File: config.mk
export PLATFORM = sky130hd
export DESIGN_NAME = serial_port_pin_control
export DESIGN_NICKNAME = d
export VERILOG_FILES = /design/src/shared/serial_pin_pkg.sv /design/src/verilog/serial_port_pin_control.sv
export SDC_FILE = /design/constraint.sdc
export NUM_CORES = 1
export LEC_CHECK = 0
export BUFFER_PORTS_ARGS = -buffer_cell sky130_fd_sc_hd__buf_2
export CORE_UTILIZATION = 30
export DETAILED_ROUTE_END_ITERATION = 12
export SYNTH_ARGS = -nofsm -noshare
export SYNTH_HDL_FRONTEND = slang
export SYNTH_SLANG_ARGS = --single-unit
File: constraint.sdc
create_clock -name pclk -period 2 [get_ports pclk]
set_input_delay 0.4 -clock pclk [delete_from_list [all_inputs] [get_ports pclk]]
set_output_delay 0.4 -clock pclk [all_outputs]
set_load 0.02 [all_outputs]
File: src/shared/serial_pin_pkg.sv
// Constants, field layout and carrier types for the shared serial port pin control
//--------------------------------------------------------------------------------
// Behaviour
// - Three-bit SPI interrupt level; zero disables requests, seven is highest.
// - On equal level and simultaneous request, the SPI is granted before serial.
// - Assignment bit set gives pin to SPI, cleared gives it to general I/O.
// - No assignment bits at positions seven to four or two.
// - Clock pin belongs to SPI whenever SPI enable is set, else general I/O.
// - General I/O SPI pins follow only direction and data registers.
// - Pin assignment never changes either serial interface's pins.
// - One direction bit per pin; all pins are inputs during reset.
// - Master-in pin: master 0 input, 1 disabled; slave 0 disabled, 1 output.
// - Master-out pin: master 0 disabled, 1 output; slave 0 input, 1 disabled.
// - SPI clock pin is output as master, input as slave, ignoring direction.
// - Select pin: master 0 fault on assert, 1 general I/O; slave 0 on, 1 off.
// - Direction bits four to seven pick general I/O at 0, serial at 1.
// - Serial receive pin falls back to general I/O while receiver disabled.
// - Serial transmit pin falls back to general I/O while transmitter disabled.
// - Data writes go to a latch driven onto every discrete output pin.
// - Data read returns pin level for discrete inputs, latch otherwise.
// - Pin-state read returns actual pin levels; writes to it are ignored.
// - Data latch value is undefined after reset; upper bits read zero.
//--------------------------------------------------------------------------------
package serial_pin_pkg;

    //--------------------------------------------------------------------
    // Register map (byte addresses on the APB)
    //--------------------------------------------------------------------
    localparam int          ADDR_WIDTH       = 8;
    localparam logic [7:0]  OFF_IRQ_LEVEL    = 8'h00;
    localparam logic [7:0]  OFF_PIN_ASSIGN   = 8'h04;
    localparam logic [7:0]  OFF_DIRECTION    = 8'h08;
    localparam logic [7:0]  OFF_DATA_LATCH   = 8'h0C;
    localparam logic [7:0]  OFF_PIN_STATE    = 8'h10;

    //--------------------------------------------------------------------
    // Field layout and reset values
    //--------------------------------------------------------------------
    localparam logic [7:0]  ASSIGN_MASK      = 8'h0B;
    localparam int          PIN_MISO         = 0;
    localparam int          PIN_MOSI         = 1;
    localparam int          PIN_SCK          = 2;
    localparam int          PIN_SS           = 3;
    localparam int          PIN_SCI_B_RX     = 4;
    localparam int          PIN_SCI_B_TX     = 5;
    localparam int          PIN_SCI_A_RX     = 6;
    localparam int          PIN_SCI_A_TX     = 7;
    localparam logic [2:0]  IRQ_LEVEL_RESET  = 3'h0;
    localparam logic [7:0]  DIRECTION_RESET  = 8'h00;
    localparam logic [7:0]  LATCH_RESET      = 8'h00;

    //--------------------------------------------------------------------
    // Interrupt source codes
    //--------------------------------------------------------------------
    localparam logic [1:0]  SRC_SCI_A        = 2'h0;
    localparam logic [1:0]  SRC_SCI_B        = 2'h1;
    localparam logic [1:0]  SRC_SPI          = 2'h2;

    //--------------------------------------------------------------------
    // Carrier types
    //--------------------------------------------------------------------
    typedef struct packed {
        logic       enable;
        logic       master;
        logic       mosi_out;
        logic       miso_out;
        logic       sck_out;
    } spi_drive_type;

    typedef struct packed {
        logic       miso_in;
        logic       mosi_in;
        logic       sck_in;
        logic       select_in_n;
        logic       mode_fault;
    } spi_sense_type;

    typedef struct packed {
        logic       receiver_enable_bit;
        logic       transmitter_enable_bit;
        logic       tx_data;
    } sci_drive_type;

    typedef struct packed {
        logic       req;
        logic [2:0] level;
    } irq_req_type;

    typedef struct packed {
        logic       valid;
        logic [2:0] level;
        logic [1:0] source;
    } irq_grant_type;

    typedef struct packed {
        logic [2:0]    spi_irq_level;
        logic [7:0]    spi_pin_assignment;
        logic [7:0]    port_direction;
        logic [7:0]    port_data_latch;
        logic [7:0]    sync1;
        logic [7:0]    sync2;
        logic [31:0]   prdata;
        logic          pslverr;
        logic [7:0]    pin_out;
        logic [7:0]    pin_oe;
        spi_sense_type spi_sense;
        logic          sci_a_rx;
        logic          sci_b_rx;
        irq_grant_type grant;
    } state_type;

    localparam state_type STATE_RESET = '{
        spi_irq_level:      IRQ_LEVEL_RESET,
        spi_pin_assignment: 8'h00,
        port_direction:     DIRECTION_RESET,
        port_data_latch:    LATCH_RESET,
        sync1:              8'h00,
        sync2:              8'h00,
        prdata:             32'h0000_0000,
        pslverr:            1'b0,
        pin_out:            8'h00,
        pin_oe:             8'h00,
        spi_sense:          5'b1_1110,
        sci_a_rx:           1'b1,
        sci_b_rx:           1'b1,
        grant:              6'h00
    };

endpackage

File: src/verilog/serial_port_pin_control.sv
// Pin ownership, direction, general I/O port and SPI interrupt ranking with APB access
`timescale 1ns/1ps

module serial_port_pin_control
    import serial_pin_pkg::*;
(
    // Clock and reset
    input  wire logic                  pclk,
    input  wire logic                  presetn,
    // APB slave
    input  wire logic                  psel,
    input  wire logic                  penable,
    input  wire logic                  pwrite,
    input  wire logic [ADDR_WIDTH-1:0] paddr,
    input  wire logic [31:0]           pwdata,
    input  wire logic [3:0]            pstrb,
    output logic                       pready,
    output logic [31:0]                prdata,
    output logic                       pslverr,
    // Port pins
    input  wire logic [7:0]            pin_in,
    output logic [7:0]                 pin_out,
    output logic [7:0]                 pin_oe,
    // SPI side
    input  wire spi_drive_type         spi_drive,
    output spi_sense_type              spi_sense,
    // Serial interfaces
    input  wire sci_drive_type         serial_if_a,
    input  wire sci_drive_type         serial_if_b,
    output logic                       serial_a_rx_pin,
    output logic                       serial_b_rx_pin,
    // Interrupt ranking
    input  wire logic                  spi_irq_req,
    input  wire irq_req_type           sci_a_irq,
    input  wire irq_req_type           sci_b_irq,
    output irq_grant_type              irq_grant
);

    //--------------------------------------------------------------------
    // State
    //--------------------------------------------------------------------
    state_type r;
    state_type next_r;

    // Effective level of a request, zero when not requesting or disabled
    function automatic logic [2:0] eff_level(input logic req, input logic [2:0] lvl);
        return req ? lvl : 3'h0;
    endfunction

    // Pin owned by general I/O: direction bit picks driver, latch gives level
    function automatic logic [1:0] gpio_drive(input logic dir, input logic latch);
        return {dir, latch};
    endfunction

    logic       setup_phase;
    logic       access_phase;
    logic [2:0] lvl_spi;
    logic [2:0] lvl_a;
    logic [2:0] lvl_b;
    logic [7:0] gpio_owned;
    logic [7:0] read_back;

    assign setup_phase  = psel && !penable;
    assign access_phase = psel && penable;
    assign lvl_spi      = eff_level(spi_irq_req, r.spi_irq_level);
    assign lvl_a        = eff_level(sci_a_irq.req, sci_a_irq.level);
    assign lvl_b        = eff_level(sci_b_irq.req, sci_b_irq.level);

    //--------------------------------------------------------------------
    // Next-state logic
    //--------------------------------------------------------------------
    // Pin decisions read the control registers and the live SPI and serial drive inputs, and are registered, so pins change one
    // cycle after a write; the extra cycle keeps pin outputs glitch free.
    always_comb
    begin
        next_r = r;
        gpio_owned = 8'h00;

        // Two-stage synchroniser for the asynchronous pin levels
        next_r.sync1 = pin_in;
        next_r.sync2 = r.sync1;

        // Register writes take effect at the access edge
        if (access_phase && pwrite && pstrb[0])
        begin
            case (paddr)
                OFF_IRQ_LEVEL:  next_r.spi_irq_level = pwdata[2:0];
                // Absent assignment bits are masked here so they always read zero
                OFF_PIN_ASSIGN: next_r.spi_pin_assignment = pwdata[7:0] & ASSIGN_MASK;
                OFF_DIRECTION:  next_r.port_direction = pwdata[7:0];
                OFF_DATA_LATCH: next_r.port_data_latch = pwdata[7:0];
                default:        next_r.port_data_latch = r.port_data_latch;
            endcase
        end

        // Default drive and sense values: SPI and serial inputs idle high
        next_r.spi_sense = STATE_RESET.spi_sense;
        next_r.sci_a_rx  = 1'b1;
        next_r.sci_b_rx  = 1'b1;

        // Master-in pin
        if (r.spi_pin_assignment[PIN_MISO])
        begin
            if (spi_drive.master)
            begin
                {next_r.pin_oe[PIN_MISO], next_r.pin_out[PIN_MISO]} = 2'b00;
                next_r.spi_sense.miso_in = r.port_direction[PIN_MISO] ? 1'b1
                                                                      : r.sync2[PIN_MISO];
            end
            else
            begin
                next_r.pin_oe[PIN_MISO]  = r.port_direction[PIN_MISO];
                next_r.pin_out[PIN_MISO] = r.port_direction[PIN_MISO] && spi_drive.miso_out;
            end
        end
        else
        begin
            gpio_owned[PIN_MISO] = 1'b1;
        end

        // Master-out pin
        if (r.spi_pin_assignment[PIN_MOSI])
        begin
            if (spi_drive.master)
            begin
                next_r.pin_oe[PIN_MOSI]  = r.port_direction[PIN_MOSI];
                next_r.pin_out[PIN_MOSI] = r.port_direction[PIN_MOSI] && spi_drive.mosi_out;
            end
            else
            begin
                {next_r.pin_oe[PIN_MOSI], next_r.pin_out[PIN_MOSI]} = 2'b00;
                next_r.spi_sense.mosi_in = r.port_direction[PIN_MOSI] ? 1'b1
                                                                      : r.sync2[PIN_MOSI];
            end
        end
        else
        begin
            gpio_owned[PIN_MOSI] = 1'b1;
        end

        // Clock pin follows the SPI enable alone, never an assignment bit
        if (spi_drive.enable)
        begin
            if (spi_drive.master)
            begin
                next_r.pin_oe[PIN_SCK]  = 1'b1;
                next_r.pin_out[PIN_SCK] = spi_drive.sck_out;
            end
            else
            begin
                {next_r.pin_oe[PIN_SCK], next_r.pin_out[PIN_SCK]} = 2'b00;
                next_r.spi_sense.sck_in = r.sync2[PIN_SCK];
            end
        end
        else
        begin
            gpio_owned[PIN_SCK] = 1'b1;
        end

        // Slave-select pin; select is active low on the wire
        if (r.spi_pin_assignment[PIN_SS] && !(spi_drive.master && r.port_direction[PIN_SS]))
        begin
            {next_r.pin_oe[PIN_SS], next_r.pin_out[PIN_SS]} = 2'b00;
            if (spi_drive.master)
                next_r.spi_sense.mode_fault = spi_drive.enable && !r.sync2[PIN_SS];
            else
                next_r.spi_sense.select_in_n = r.port_direction[PIN_SS]
                                               | r.sync2[PIN_SS];
        end
        else
        begin
            gpio_owned[PIN_SS] = 1'b1;
        end

        // Serial pins ignore the assignment register entirely
        if (r.port_direction[PIN_SCI_B_RX] && serial_if_b.receiver_enable_bit)
        begin
            {next_r.pin_oe[PIN_SCI_B_RX], next_r.pin_out[PIN_SCI_B_RX]} = 2'b00;
            next_r.sci_b_rx = r.sync2[PIN_SCI_B_RX];
        end
        else
        begin
            gpio_owned[PIN_SCI_B_RX] = 1'b1;
        end
        if (r.port_direction[PIN_SCI_A_RX] && serial_if_a.receiver_enable_bit)
        begin
            {next_r.pin_oe[PIN_SCI_A_RX], next_r.pin_out[PIN_SCI_A_RX]} = 2'b00;
            next_r.sci_a_rx = r.sync2[PIN_SCI_A_RX];
        end
        else
        begin
            gpio_owned[PIN_SCI_A_RX] = 1'b1;
        end
        if (r.port_direction[PIN_SCI_B_TX] && serial_if_b.transmitter_enable_bit)
            {next_r.pin_oe[PIN_SCI_B_TX], next_r.pin_out[PIN_SCI_B_TX]} =
                {1'b1, serial_if_b.tx_data};
        else
            gpio_owned[PIN_SCI_B_TX] = 1'b1;
        if (r.port_direction[PIN_SCI_A_TX] && serial_if_a.transmitter_enable_bit)
            {next_r.pin_oe[PIN_SCI_A_TX], next_r.pin_out[PIN_SCI_A_TX]} =
                {1'b1, serial_if_a.tx_data};
        else
            gpio_owned[PIN_SCI_A_TX] = 1'b1;

        // General I/O pins: only direction and latch, no peripheral influence
        for (int i = 0; i < 8; i++)
        begin
            if (gpio_owned[i])
                {next_r.pin_oe[i], next_r.pin_out[i]} = gpio_drive(r.port_direction[i],
                                                                 r.port_data_latch[i]);
        end

        // Read data is captured in the setup cycle and shown in the access cycle
        if (setup_phase)
        begin
            next_r.pslverr = 1'b0;
            case (paddr)
                OFF_IRQ_LEVEL:  next_r.prdata = {29'h0, r.spi_irq_level};
                OFF_PIN_ASSIGN: next_r.prdata = {24'h00_0000, r.spi_pin_assignment};
                OFF_DIRECTION:  next_r.prdata = {24'h00_0000, r.port_direction};
                OFF_DATA_LATCH: next_r.prdata = {24'h00_0000, read_back};
                OFF_PIN_STATE:  next_r.prdata = {24'h00_0000, r.sync2};
                default:
                begin
                    next_r.prdata  = 32'h0000_0000;
                    next_r.pslverr = 1'b1;
                end
            endcase
        end

        // Interrupt ranking: highest level wins, SPI wins a tie, then A over B
        next_r.grant.valid  = (lvl_spi != 3'h0) || (lvl_a != 3'h0) || (lvl_b != 3'h0);
        if (lvl_spi != 3'h0 && lvl_spi >= lvl_a && lvl_spi >= lvl_b)
        begin
            next_r.grant.level  = lvl_spi;
            next_r.grant.source = SRC_SPI;
        end
        else if (lvl_a >= lvl_b)
        begin
            next_r.grant.level  = lvl_a;
            next_r.grant.source = SRC_SCI_A;
        end
        else
        begin
            next_r.grant.level  = lvl_b;
            next_r.grant.source = SRC_SCI_B;
        end
        if (!next_r.grant.valid)
            next_r.grant = '0;
    end

    // Discrete input pins read the pin, everything else reads the latch
    always_comb
    begin
        for (int i = 0; i < 8; i++)
            read_back[i] = (gpio_owned[i] && !r.port_direction[i]) ? r.sync2[i]
                                                                  : r.port_data_latch[i];
    end

    //--------------------------------------------------------------------
    // State register
    //--------------------------------------------------------------------
    // Reset makes every pin an input; the latch gets a fixed value though its
    // content is not promised to software.
    always_ff @(posedge pclk or negedge presetn)
    begin
        if (!presetn)
            r <= STATE_RESET;
        else
            r <= next_r;
    end

    //--------------------------------------------------------------------
    // Outputs
    //--------------------------------------------------------------------
    assign pready          = 1'b1;
    assign prdata          = r.prdata;
    assign pslverr         = r.pslverr && access_phase;
    assign pin_out         = r.pin_out;
    assign pin_oe          = r.pin_oe;
    assign spi_sense       = r.spi_sense;
    assign serial_a_rx_pin = r.sci_a_rx;
    assign serial_b_rx_pin = r.sci_b_rx;
    assign irq_grant       = r.grant;
endmodule

==> qor.csv <==
stage,metric,value,unit
sta,Final setup viols,0,
pwr,Internal Dissipation,2.68,mW
sta,Final Critical Period,1.74,ns
sta,Tcrit/Tclk final,0.872,
global_routing,number of global-route vias before repair,2539,
pwr,share of total power in sequential cells,0.453,
sta,clock skew,0.00714,ns
clock_tree,CTS Buffer Depth,2,
yosys,Syn Inst Count,340,
clock_tree,Clock Latency Late Sink,0.33,ns
die,# IOs,140,
sta,Max-slew headroom,0.659,
pwr,Peak VDD IR,387,uV
layout,final instance area,4370,sq um
clock_tree,post-CTS setup buffers,0,
pwr,Clk pwr share,0.457,
setup_path,R2R cell count,7,
pwr,Comb power frac,0.090,
setup_path,worst-path maximum fanout,4,
die,core area,12100,sq um
clock_tree,number of buffers created by CTS,9,
placed_design,placed cell areas,4070,sq um
sta,Slew @ Worst Pin,0.511,ns
clock_tree,root buf cell,clkbuf_16,
setup_path,critical path startpoint,r[102]$_DFFE_PN0P_,
route,routed wire length,7840,um
global_routing,gr usage total,0.131,
layout,most frequent cells in the layout,"buf_2 (86), dfrtp_1 (70), nand2_1 (35), mux2_2 (26), conb_1 (25)",
yosys,Synth Cell Area,3710,sq um
sta,RSZ-0062 raised after global routing,no,
run_status,status,completed,
clock_tree,number of gates resized after CTS,0,
placed_design,DP HPWL,6050,um
global_routing,GRT overflow,0,
global_routing,largest net degree at the start of global routing,40,
global_routing,initial antenna violation count,2,
yosys,number of synthesized flops with an enable pin,0,
yosys,#FFs+latches synth,76,
clock_tree,CTS H-Tree Depth,3,
die,Die Ht,113,um
placed_design,Port Buffer Count,87,
clock_tree,CTS sink count,76,
placed_design,placed insts,562,
route,drt first pass iters,4,
route,# DRC,0,
clock_tree,CTS tree,yes,
pwr,Switch Pwr,0.836,mW
sta,post-route worst setup slack,0.256,ns
route,Routed Antenna Nets,0,
die,full die area,12800,sq um
route,number of DRC markers in iteration 0,104,
layout,Layout Nets,486,
clock_tree,Post-CTS Hold Fix Bufs,0,
pwr,Power Density,805,nW/um^2
yosys,asr flop ratio synth,1.00,
clock_tree,Clock transition at path regs,0.06,ns
route,vias,2537,
route,vias per inst,4.38,
yosys,top-area cell type share of the netlist area,0.472,
setup_path,CP startpoint kind,flop,
sta,fin. max-slew vios,0,
pwr,LEAKAGE,2.23,nW
die,initial core utilization,0.308,
layout,layout cell share with drive strength beyond 1,0.383,
setup_path,R2R Path End,irq_grant[2]$_DFF_PN0_,
setup_path,Critical Path Sink,irq_grant[2]$_DFF_PN0_,
global_routing,first-pass GRT wire length,12800,um
die,chip width,113,um
yosys,top_reg_cell synth,dfrtp_1,
pwr,switch share,0.238,
worst_hold_path,Hold WC Path Type,in -> async,
yosys,"top cells by area, synth","dfrtp_1 (47%), buf_4 (12%), mux2_2 (7.9%)",
yosys,Synth warnings,0,
yosys,syn_area_per_cell,10.9,sq um
job,max cap viols,0,
placed_design,DP Worst Slack,-0.0613,ns
setup_path,Critical R2R Launch,r[102]$_DFFE_PN0P_,
setup_path,CP arrival,1.99,ns
die,cell row count,40,
layout,area grow syn2layout,17.8,%
layout,Post-Layout Cell Count,579,
yosys,"Seq/Total Area, Yosys",0.514,
layout,"commonest non-fill, non-tap cell in the layout",buf_2,
yosys,library cells used by synthesis,50,
setup_path,FF-to-FF setup slack,0.26,ns
setup_path,"Worst Path Class, Setup",reg -> reg,
route,routed length per instance,13.5,um
placed_design,gpl congestion,0.809,
yosys,Yosys top cell by area,dfrtp_1,
sta,Max Fclk,574,MHz
sta,Final Hold Viols,0,
setup_path,endpoint class of the critical path,flop,
setup_path,required time of the critical path,2.25,ns
stage by stage:
stage               utilization  hold WS [ns]  power, mW  TNS (ns)
CTS                       0.362        0.0483       3.58         0
floorplan                     -         0.104       1.85         0
finish                    0.363        0.0339       3.52         0
global route              0.362        0.0586       3.69         0
detailed placement        0.337         0.337       1.94    -0.742
global placement          0.337         0.334       1.93    -0.707
cell families (layout without fill, tap and decap cells):
logic type	after synthesis	count (layout)	synth area share
buf+inv	86	133	0.149
simple gates	82	82	0.122
flops	76	76	0.514
compound gates	60	60	0.110
mux	30	30	0.0896
fa+ha+maj	4	4	0.0135
other cells	2	26	0.00202
power by group through the flow:
stage,Clock (mW),Combinational [mW],Sequential [mW]
6_report,1.61,0.317,1.60
5_1_grt,1.74,0.353,1.60
4_1_cts,1.66,0.322,1.60
3_5_place_dp,0,0.321,1.62
3_3_place_gp,0,0.313,1.62
2_1_floorplan,0,0.230,1.62
Yosys cell counts (all sizes together), types with 3 or more instances:
cell	number
nand3b	3
o221ai	5
a31oi	3
mux2	26
nand2b	5
a21oi	9
nor2b	6
nand2	36
dfrtp	70
o31ai	3
nand3	6
o21a	3
mux2i	4
o21ai	15
a21boi	6
a22oi	4
buf	64
nor2	13
inv	17
ha	4
clkbuf	5
dfstp	6
final cells by class:
class | instances | area, sq um
inverters | 17 | 63.8
flip-flops and latches | 76 | 1910
clock inverters | 6 | 63.8
multi-input cells | 201 | 1340
clock buffers | 10 | 239
diodes | 1 | 2.50
fillers | 1230 | 7690
well taps | 168 | 210
repair buffers | 100 | 548
state kept, by name, summed over array words and instances, names as in the netlist:
signal	cells
serial_a_rx_pin	1
prdata	8
next_r	8
spi_sense	5
irq_grant	6
pin_oe	8
pin_out	8
r	31
serial_b_rx_pin	1
per-layer routing:
metal,part of all wire,vias up,global-route usage,wire [um]
li1,-,1212,-,-
met1,0.44,1237,0.162,3460
met2,0.49,79,0.208,3830
met3,0.058,7,0.0466,454
met4,0.011,2,0.0553,85
met5,0.0017,-,0,13
worst min path at each step:
stage	startpoint	to	slack [ns]
5_1_grt	presetn	r[66]$_DFF_PN0_	0.06
3_5_place_dp	next_r[63]$_DFF_PN0_	r[63]$_DFF_PN0_	0.34
2_1_floorplan	presetn	irq_grant[0]$_DFF_PN0_	0.10
3_3_place_gp	next_r[69]$_DFF_PN0_	r[69]$_DFF_PN0_	0.33
6_report	presetn	r[66]$_DFF_PN0_	0.03
4_1_cts	presetn	pin_out[7]$_DFF_PN0_	0.05
worst max-delay path: stages, from the launching register on:
cell and delay [ns]:
dfrtp_1 0.35, nand2_1 0.10, ha_1 0.30, inv_1 0.09, a21oi_1 0.08, a311o_1 0.33, nand3_1 0.19, mux2i_1 0.22
(Power assumes the default switching activity.)
